<file path="config.mk">
export PLATFORM = sky130hd
export DESIGN_NAME = tcw_timer
export DESIGN_NICKNAME = d
export VERILOG_FILES = /design/src/tcw_pkg.sv /design/src/tcw_timer.sv
export SDC_FILE = /design/constraint.sdc
export NUM_CORES = 1
export LEC_CHECK = 0
export ABC_AREA = 1
export BUFFER_PORTS_ARGS = -buffer_cell sky130_fd_sc_hd__buf_2
export CAP_MARGIN = 20
export CORE_AREA = 3 3 113 115
export DETAILED_ROUTE_END_ITERATION = 7
export DIE_AREA = 0 0 116 118
export PLACE_DENSITY = 0.61
export SYNTH_ARGS = -nofsm -noshare
export SYNTH_HDL_FRONTEND = slang
export SYNTH_SLANG_ARGS = --single-unit
</file>
<file path="constraint.sdc">
create_clock -name hclk -period 2.2 [get_ports hclk]
set_input_delay 0.44 -clock hclk [delete_from_list [all_inputs] [get_ports hclk]]
set_output_delay 0.44 -clock hclk [all_outputs]
set_load 0.01 [all_outputs]
</file>
<file path="src/tcw_pkg.sv">
// constants and types for the 8-bit compare waveform timer
package tcw_pkg;
   // counter geometry
   localparam int unsigned CNT_W        = 8;
   localparam logic [7:0]  COUNT_MAX    = 8'hFF;
   localparam logic [7:0]  COUNT_BOTTOM = 8'h00;
   localparam logic [7:0]  COUNT_STEP   = 8'h01;

   // waveform modes
   localparam logic [2:0]  MODE_NORMAL   = 3'h0;
   localparam logic [2:0]  MODE_CLEAR    = 3'h2;
   localparam logic [2:0]  MODE_FAST_MAX = 3'h3;
   localparam logic [2:0]  MODE_FAST_CMP = 3'h7;
   localparam int unsigned MODE_PWM_BIT  = 0;
   localparam int unsigned MODE_BIT2     = 2;

   // output action codes
   localparam logic [1:0]  ACT_OFF    = 2'h0;
   localparam logic [1:0]  ACT_TOGGLE = 2'h1;
   localparam logic [1:0]  ACT_CLEAR  = 2'h2;
   localparam logic [1:0]  ACT_SET    = 2'h3;

   // register byte offsets
   localparam logic [7:0]  REG_CTRL   = 8'h00;
   localparam logic [7:0]  REG_FORCE  = 8'h04;
   localparam logic [7:0]  REG_COUNT  = 8'h08;
   localparam logic [7:0]  REG_CMP_A  = 8'h0C;
   localparam logic [7:0]  REG_CMP_B  = 8'h10;
   localparam logic [7:0]  REG_FLAGS  = 8'h14;
   localparam logic [7:0]  REG_STATUS = 8'h18;

   // field positions
   localparam int unsigned CTRL_MODE_LSB  = 0;
   localparam int unsigned CTRL_ACT_B_LSB = 4;
   localparam int unsigned CTRL_ACT_A_LSB = 6;
   localparam int unsigned FORCE_A_BIT    = 0;
   localparam int unsigned FORCE_B_BIT    = 1;
   localparam int unsigned FLAG_OVF_BIT   = 0;
   localparam int unsigned FLAG_CMPA_BIT  = 1;
   localparam int unsigned FLAG_CMPB_BIT  = 2;
   localparam int unsigned STAT_WAVEA_BIT = 0;
   localparam int unsigned STAT_WAVEB_BIT = 1;
   localparam int unsigned STAT_BLOCK_BIT = 2;

   // bus encodings
   localparam logic [1:0]  HTRANS_NONSEQ = 2'h2;
   localparam int unsigned HTRANS_ACT_BIT = 1;
   localparam logic        HRESP_OKAY    = 1'b0;
   localparam logic [31:0] WORD_ZERO     = 32'h0000_0000;

   typedef struct packed {
      logic [1:0] output_action_a;
      logic [1:0] output_action_b;
      logic [2:0] waveform_mode_sel;
   } tcw_ctrl_t;

   typedef struct packed {
      logic port_data;
      logic port_dir;
   } tcw_pin_t;

   typedef struct packed {
      logic pin_out;
      logic pin_oe;
   } tcw_pad_t;
endpackage : tcw_pkg

</file>
<file path="src/tcw_timer.sv">
// 8-bit timer with two compare waveform outputs and AHB-Lite registers
//
// The AHB-Lite slave port and the placing of the registers are this design's own decisions.
`timescale 1ns/10ps
// Function
// - count write blocks matches next timer cycle
// - mode change keeps output states
// - output action applies immediately, unbuffered
// - reset clears output states to zero
// - nonzero action overrides port data, direction kept
// - action zero leaves output state unchanged
// - force strobe applies action in non-PWM
// - only mode selects counting sequence
// - mode 0 counts up, wraps FF to 00
// - normal overflow flag sets as counter hits zero
// - mode 2 clears counter on compare A
// - compare A below count wraps first
// - clear mode action one toggles A
// - clear mode overflow on max to zero
// - modes 3 and 7 single-slope to top
// - fast PWM two clears/sets, three inverse
// - fast PWM counter clears after top
// - fast PWM overflow flag at top
// - fast PWM toggle only A with bit2
// - fast PWM buffers compare, clear mode direct
// - compare zero spike, compare max constant
// - compare flag set after match, cleared externally
// - forced match sets no flag, no counter change
// - buffered writes copied to active at top
module tcw_timer
   import tcw_pkg::*;
(
   // clock and reset
   input  wire logic        hclk,
   input  wire logic        hresetn,
   // AHB-Lite slave
   input  wire logic        hsel,
   input  wire logic [31:0] haddr,
   input  wire logic [1:0]  htrans,
   input  wire logic        hwrite,
   input  wire logic [2:0]  hsize,
   input  wire logic [31:0] hwdata,
   input  wire logic        hready,
   output logic      [31:0] hrdata,
   output logic             hreadyout,
   output logic             hresp,
   // timer clock enable from prescaler
   input  wire logic        tick_en,
   // flag clear on interrupt service
   input  wire logic [2:0]  service_ack,
   // port pin logic
   input  wire tcw_pin_t    port_a,
   input  wire tcw_pin_t    port_b,
   output tcw_pad_t         pad_a,
   output tcw_pad_t         pad_b,
   // event flags
   output logic             overflow_flag,
   output logic             compare_flag_a,
   output logic             compare_flag_b
);

   // next output state for one channel
   function automatic logic wave_fn(
      input logic       cur,
      input logic [1:0] act,
      input logic       pwm,
      input logic       fast,
      input logic       tog_ok,
      input logic       match,
      input logic       force_i,
      input logic       top_tick
   );
      logic r;
      r = cur;
      if (!pwm)
      begin
         if (match || force_i)
         begin
            unique case (act)
               ACT_OFF:    r = cur;
               ACT_TOGGLE: r = ~cur;
               ACT_CLEAR:  r = 1'b0;
               ACT_SET:    r = 1'b1;
            endcase
         end
      end
      else if (fast)
      begin
         // restart action wins so compare at top gives a steady level
         if (top_tick && act[1])
            r = (act == ACT_CLEAR);
         else if (match)
         begin
            unique case (act)
               ACT_OFF:    r = cur;
               ACT_TOGGLE: r = tog_ok ? ~cur : cur;
               ACT_CLEAR:  r = 1'b0;
               ACT_SET:    r = 1'b1;
            endcase
         end
      end
      return r;
   endfunction : wave_fn

   // pin source select
   function automatic logic pin_fn(
      input logic [1:0] act,
      input logic       wave,
      input logic       pdata
   );
      return (act != ACT_OFF) ? wave : pdata;
   endfunction : pin_fn

   // write select for one register offset, data phase only
   function automatic logic wr_sel_fn(
      input logic       pend,
      input logic [7:0] addr,
      input logic [7:0] reg_off
   );
      return pend && (addr == reg_off);
   endfunction : wr_sel_fn

   // compare hit on a live timer tick unless a count write blocks it
   function automatic logic match_fn(
      input logic       tick,
      input logic       blocked,
      input logic [7:0] cnt,
      input logic [7:0] cmp
   );
      return tick && !blocked && (cnt == cmp);
   endfunction : match_fn

   // flag clear by a one written to its bit or by service acknowledge
   function automatic logic clr_fn(
      input logic        wr,
      input logic [31:0] data,
      input logic [2:0]  ack,
      input int unsigned pos
   );
      return (wr && data[pos]) || ack[pos];
   endfunction : clr_fn

   // registers
   tcw_ctrl_t   ctrl_reg;
   logic [7:0]  count_value_reg;
   logic [7:0]  cmp_a_buf_reg;
   logic [7:0]  cmp_b_buf_reg;
   logic [7:0]  compare_reg_a;
   logic [7:0]  compare_reg_b;
   logic        block_reg;
   logic        wave_a_reg;
   logic        wave_b_reg;
   logic        ovf_reg;
   logic        cfa_reg;
   logic        cfb_reg;
   logic        wr_pend_reg;
   logic [7:0]  wr_addr_reg;
   logic [31:0] hrdata_reg;
   tcw_pad_t    pad_a_reg;
   tcw_pad_t    pad_b_reg;

   // bus decode
   wire         addr_ok  = hsel && hready && htrans[HTRANS_ACT_BIT];
   wire [7:0]   rd_addr  = haddr[7:0];
   wire         wr_ctrl  = wr_sel_fn(wr_pend_reg, wr_addr_reg, REG_CTRL);
   wire         wr_force = wr_sel_fn(wr_pend_reg, wr_addr_reg, REG_FORCE);
   wire         wr_cnt   = wr_sel_fn(wr_pend_reg, wr_addr_reg, REG_COUNT);
   wire         wr_cmpa  = wr_sel_fn(wr_pend_reg, wr_addr_reg, REG_CMP_A);
   wire         wr_cmpb  = wr_sel_fn(wr_pend_reg, wr_addr_reg, REG_CMP_B);
   wire         wr_flags = wr_sel_fn(wr_pend_reg, wr_addr_reg, REG_FLAGS);
   wire [7:0]   wdat     = hwdata[7:0];

   // mode decode: counting depends on mode only
   wire [2:0]   mode     = ctrl_reg.waveform_mode_sel;
   wire         is_pwm   = mode[MODE_PWM_BIT];
   wire         is_fast  = (mode == MODE_FAST_MAX) || (mode == MODE_FAST_CMP);
   wire         is_clear = (mode == MODE_CLEAR);
   wire [7:0]   top_val  = (mode == MODE_FAST_CMP) ? compare_reg_a : COUNT_MAX;

   // counter events
   wire         at_top   = (count_value_reg == top_val);
   wire         at_max   = (count_value_reg == COUNT_MAX);
   wire         step     = tick_en && !wr_cnt;
   wire         match_a  = match_fn(tick_en, block_reg, count_value_reg, compare_reg_a);
   wire         match_b  = match_fn(tick_en, block_reg, count_value_reg, compare_reg_b);
   wire         top_tick = step && is_fast && at_top;
   wire         restart  = top_tick || (is_clear && match_a);
   wire [7:0]   cnt_inc  = count_value_reg + COUNT_STEP;

   // overflow: at top in fast mode, at max otherwise
   wire         ovf_set  = step && (is_fast ? at_top : at_max);

   // force strobes only act outside PWM
   wire         force_a  = wr_force && hwdata[FORCE_A_BIT] && !is_pwm;
   wire         force_b  = wr_force && hwdata[FORCE_B_BIT] && !is_pwm;

   // flag clears: write one or service acknowledge
   wire         clr_ovf  = clr_fn(wr_flags, hwdata, service_ack, FLAG_OVF_BIT);
   wire         clr_cfa  = clr_fn(wr_flags, hwdata, service_ack, FLAG_CMPA_BIT);
   wire         clr_cfb  = clr_fn(wr_flags, hwdata, service_ack, FLAG_CMPB_BIT);

   // next values
   logic [7:0]  count_next;
   logic        block_next;
   logic [7:0]  cmp_a_next;
   logic [7:0]  cmp_b_next;
   logic        wave_a_next;
   logic        wave_b_next;
   logic [31:0] rd_word;

   // software write overrides count and clear
   assign count_next = wr_cnt  ? wdat
                     : !step   ? count_value_reg
                     : restart ? COUNT_BOTTOM
                     : cnt_inc;

   // block lasts until the next timer clock, even when stopped
   assign block_next = wr_cnt ? 1'b1 : (tick_en ? 1'b0 : block_reg);

   // direct update outside fast PWM, copy at top inside it
   assign cmp_a_next = (wr_cmpa && !is_fast) ? wdat
                     : top_tick              ? cmp_a_buf_reg
                     : compare_reg_a;
   assign cmp_b_next = (wr_cmpb && !is_fast) ? wdat
                     : top_tick              ? cmp_b_buf_reg
                     : compare_reg_b;

   // action bits read live, never buffered; forced matches skip flags
   assign wave_a_next = wave_fn(wave_a_reg, ctrl_reg.output_action_a, is_pwm, is_fast,
                                mode[MODE_BIT2], match_a, force_a,
                                top_tick);
   assign wave_b_next = wave_fn(wave_b_reg, ctrl_reg.output_action_b, is_pwm, is_fast,
                                1'b0, match_b, force_b, top_tick);

   // read mux, sampled in the address phase
   always_comb
   begin
      rd_word = WORD_ZERO;
      unique case (rd_addr)
         REG_CTRL:
         begin
            rd_word[CTRL_MODE_LSB +: 3]  = ctrl_reg.waveform_mode_sel;
            rd_word[CTRL_ACT_B_LSB +: 2] = ctrl_reg.output_action_b;
            rd_word[CTRL_ACT_A_LSB +: 2] = ctrl_reg.output_action_a;
         end
         REG_COUNT: rd_word[7:0] = count_value_reg;
         REG_CMP_A: rd_word[7:0] = cmp_a_buf_reg;
         REG_CMP_B: rd_word[7:0] = cmp_b_buf_reg;
         REG_FLAGS:
         begin
            rd_word[FLAG_OVF_BIT]  = ovf_reg;
            rd_word[FLAG_CMPA_BIT] = cfa_reg;
            rd_word[FLAG_CMPB_BIT] = cfb_reg;
         end
         REG_STATUS:
         begin
            rd_word[STAT_WAVEA_BIT] = wave_a_reg;
            rd_word[STAT_WAVEB_BIT] = wave_b_reg;
            rd_word[STAT_BLOCK_BIT] = block_reg;
         end
         default: rd_word = WORD_ZERO;
      endcase
   end

   // bus slave: zero wait states, always OKAY
   always_ff @(posedge hclk or negedge hresetn)
   begin
      if (!hresetn)
      begin
         wr_pend_reg <= 1'b0;
         wr_addr_reg <= REG_CTRL;
         hrdata_reg  <= WORD_ZERO;
      end
      else
      begin
         wr_pend_reg <= addr_ok && hwrite;
         wr_addr_reg <= rd_addr;
         hrdata_reg  <= (addr_ok && !hwrite) ? rd_word : hrdata_reg;
      end
   end

   // control and compare buffers
   always_ff @(posedge hclk or negedge hresetn)
   begin
      if (!hresetn)
      begin
         ctrl_reg      <= '0;
         cmp_a_buf_reg <= COUNT_BOTTOM;
         cmp_b_buf_reg <= COUNT_BOTTOM;
         compare_reg_a <= COUNT_BOTTOM;
         compare_reg_b <= COUNT_BOTTOM;
      end
      else
      begin
         if (wr_ctrl)
         begin
            ctrl_reg.waveform_mode_sel <= hwdata[CTRL_MODE_LSB +: 3];
            ctrl_reg.output_action_b   <= hwdata[CTRL_ACT_B_LSB +: 2];
            ctrl_reg.output_action_a   <= hwdata[CTRL_ACT_A_LSB +: 2];
         end
         cmp_a_buf_reg <= wr_cmpa ? wdat : cmp_a_buf_reg;
         cmp_b_buf_reg <= wr_cmpb ? wdat : cmp_b_buf_reg;
         compare_reg_a <= cmp_a_next;
         compare_reg_b <= cmp_b_next;
      end
   end

   // counter and output states; mode writes never touch the states
   always_ff @(posedge hclk or negedge hresetn)
   begin
      if (!hresetn)
      begin
         count_value_reg <= COUNT_BOTTOM;
         block_reg       <= 1'b0;
         wave_a_reg      <= 1'b0;
         wave_b_reg      <= 1'b0;
      end
      else
      begin
         count_value_reg <= count_next;
         block_reg       <= block_next;
         wave_a_reg      <= wave_a_next;
         wave_b_reg      <= wave_b_next;
      end
   end

   // sticky flags, set wins over clear
   always_ff @(posedge hclk or negedge hresetn)
   begin
      if (!hresetn)
      begin
         ovf_reg <= 1'b0;
         cfa_reg <= 1'b0;
         cfb_reg <= 1'b0;
      end
      else
      begin
         ovf_reg <= ovf_set || (ovf_reg && !clr_ovf);
         cfa_reg <= match_a || (cfa_reg && !clr_cfa);
         cfb_reg <= match_b || (cfb_reg && !clr_cfb);
      end
   end

   // pin override; direction always stays with the port
   always_ff @(posedge hclk or negedge hresetn)
   begin
      if (!hresetn)
      begin
         pad_a_reg <= '0;
         pad_b_reg <= '0;
      end
      else
      begin
         pad_a_reg.pin_out <= pin_fn(ctrl_reg.output_action_a, wave_a_next,
                                     port_a.port_data);
         pad_b_reg.pin_out <= pin_fn(ctrl_reg.output_action_b, wave_b_next,
                                     port_b.port_data);
         pad_a_reg.pin_oe  <= port_a.port_dir;
         pad_b_reg.pin_oe  <= port_b.port_dir;
      end
   end

   // outputs
   assign hrdata         = hrdata_reg;
   assign hreadyout      = 1'b1;
   assign hresp          = HRESP_OKAY;
   assign pad_a          = pad_a_reg;
   assign pad_b          = pad_b_reg;
   assign overflow_flag  = ovf_reg;
   assign compare_flag_a = cfa_reg;
   assign compare_flag_b = cfb_reg;

endmodule : tcw_timer

</file>
==> flow_summary.json <==
{
  "status": "finished, final reports clean",
  "worst_ep_required_time_ns": 2.40,
  "endpoint_kind": "flip-flop",
  "overflow": 0,
  "critPathSlowestCell": "dfrtp_1",
  "die_x_um": 116,
  "synth_cell_types": 43,
  "maxSlewHeadroom": 0.634,
  "start_util": 0.348,
  "synth_edf_count": 0,
  "clock-root-buffer": "clkbuf_16",
  "met2_length_mm": 5.96,
  "wl_mm": 12.1,
  "crit_type": "reg2reg",
  "antennaDiodeCount": 0,
  "finalHoldViolations": 0,
  "top_layer": "met4",
  "hold_class": "in2reg",
  "skew_ns": 0.00576,
  "fp.dieH_um": 118,
  "yosysMostFrequentCell": "nand2_1",
  "clock_sinks": 74,
  "route.met3.wl_um": 854,
  "core-area_um2": 11900,
  "synthTopCellsByCount": "nand2_1, dfrtp_1, inv_1, nor2_1, o21ai_0",
  "ys_top_cells_by_area": "dfrtp_1, nand2_1, inv_1, buf_4, o21ai_0",
  "max_stage_delay_ns": 0.58,
  "grt_pass1_vias": 3733,
  "antenna_left": 0,
  "drive_gt1_frac": 0.165,
  "cellPowerDensity_nw_per_um2": 940,
  "tightest_slew_ns": 0.547,
  "syn_inst": 537,
  "crit_chain": "inv_2 > nand2_1 > o21ai_1 > nor2_2 > nand2_2 > nor2_4 > nand2_4 > nand2_4 > inv_2 > nand2_1 > o221ai_1",
  "fmaxAchievable_ghz": 0.502,
  "cp_max_fo": 9,
  "die-area_um2": 13700,
  "synthArstFlopShare": 1.00,
  "start_kind": "flip-flop",
  "synthDominantCellAreaShare": 0.446,
  "maxSlewViolCount": 0,
  "rows": 40,
  "synth_area_um2": 4150,
  "drt_iter0_drc": 285,
  "clkLatencyLatePin_ns": 0.34,
  "syn2layout_area_growth_pct": 15.9,
  "finalCritPeriodShare": 0.905,
  "finalSetupTns_ns": 0,
  "grt_start_max_net_pins": 22,
  "cts_max_level": 3,
  "hpwl_mm": 9.41,
  "vias": 3857,
  "dpl_cell_area_um2": 4500,
  "min_from": "port_b[0]",
  "final_area_um2": 4810,
  "ys_warn_count": 0,
  "synth_xor_area_frac": 0.0190,
  "yosys-mux-area-fraction": 0,
  "antenna_found_initial": 0,
  "ys_ff_latch": 74,
  "yosysSeqAreaShare": 0.446,
  "yosys.area_share.simple": 0.262,
  "worstPathArrival_ns": 2.19,
  "setup_viol": 0,
  "grt_pass1_wl_mm": 19.6,
  "numCtsBuffers": 9,
  "gp_congestion": 0.926,
  "fin_nets": 678,
  "synthAdderAreaFrac": 0.00301,
  "clockBufferDepth": 2,
  "synth_compound_area_frac": 0.142,
  "io_pins": 123,
  "rsz0062_at_grt": "false",
  "maxCapViolCount": 0,
  "port_buffers": 44,
  "crit_start": "count_value_reg[7]",
  "via_per_inst": 5.16,
  "firstDrtPassIters": 6,
  "drc": 0,
  "ir_drop_mv": 0.385,
  "clk_pin_slew_ns": 0.06,
  "grt_usage": 0.184,
  "r2r-start": "count_value_reg[7]",
  "avgSynthCellArea_um2": 7.73,
  "synth_top_family_by_area": "simple AND/OR/NAND/NOR gates",
  "routedLengthMet1_mm": 5.03,
  "ctsResizeCount": 0,
  "synthFlopType": "dfrtp_1",
  "yosysTopAreaCell": "dfrtp_1",
  "p_leak_nw": 2.44,
  "fin_crit_ns": 1.99,
  "cts_tree": "done",
  "avgRoutedWirePerCell_um": 16.2
}
==> critical path: cells and delay by family, from the launching register on <==
kind / cells / cell delay, ns
and+or+nand+nor: 7 / 0.90
AOI/OAI and AO/OA: 2 / 0.19
buffers and inverters: 2 / 0.18
DFF: 1 / 0.58
==> report_power, final <==
group,internal [mW],switching (mW),total [mW]
Combinational,0.432,0.760,1.19
Sequential,1.61,0.225,1.83
Clock,0.884,0.610,1.49
Total,2.93,1.60,4.52
==> layout make-up <==
| cell class | count | area (um^2) |
|---|---|---|
| Fill cell | 1220 | 7100 |
| Multi-Input combinational cell | 378 | 1870 |
| Sequential cell | 74 | 1850 |
| Timing Repair Buffer | 58 | 330 |
| Inverter | 74 | 279 |
| Clock buffer | 9 | 225 |
| Tap cell | 147 | 184 |
| Clock inverter | 7 | 75.1 |
==> cell families after synthesis <==
logic type,count (synthesis)
AO/OA/AOI/OAI,94
XOR/XNOR,9
adder cells (fa/ha/maj),1
buffers and inverters,109
flip-flops,74
other,2
AND/OR/NAND/NOR,248
==> metal layers <==
| metal | GRT usage | vias up |
|---|---|---|
| met5 | 0 | - |
| met4 | 0.0624 | 0 |
| met3 | 0.0329 | 25 |
| met1 | 0.248 | 1842 |
| li1 | - | 1831 |
| met2 | 0.295 | 159 |
==> layout by cell type (no fill, tap or decap), types with 2 or more instances in the layout <==
cell type	n
nand3_1	36
buf_2	43
nand2_1	137
dfrtp_1	74
clkbuf_16	9
xor2_1	7
nor2_1	42
buf_4	14
nor3_1	8
inv_6	2
nand2_2	4
a21oi_1	8
o221ai_1	11
a31oi_1	4
o21ai_1	4
clkinvlp_4	3
o21ai_0	39
clkinv_2	2
o31ai_1	3
inv_1	63
o2111ai_1	2
inv_2	9
nand2_4	2
xnor2_1	2
conb_1	26
nand4_1	9
o22ai_1	9
nor3_2	2
o211ai_1	9
==> through the flow <==
stage                util  worst slack (ns)  power, mW  cells  hold slack, ns
floorplan               -             0.655       2.67    561           0.144
global placement    0.378             0.317       2.98    730           0.332
detailed placement  0.378             0.310       3.00    730           0.333
CTS                 0.404             0.260       4.51    747           0.210
global route        0.404             0.107       4.79    747           0.201
finish              0.404             0.208       4.52    747           0.209
==> final timing paths <==
path                                     to  slack (ns)  cells past startpoint
min reg2reg                       hrdata[2]        0.48                      2
min in group asynchronous  cmp_b_buf_reg[1]        0.52                      2
max                        compare_reg_b[4]        0.21                     11
min                                pad_b[0]        0.21                      1
max reg2reg                compare_reg_b[4]        0.21                     11
max in group asynchronous    wr_addr_reg[6]        1.14                      3
==> timing repair <==
item | in CTS | in global routing
buffers inserted | 0 | 0
hold buffers | 1 | 0
endpoints found under the hold margin | 18 | 0
(Power assumes the default switching activity.)
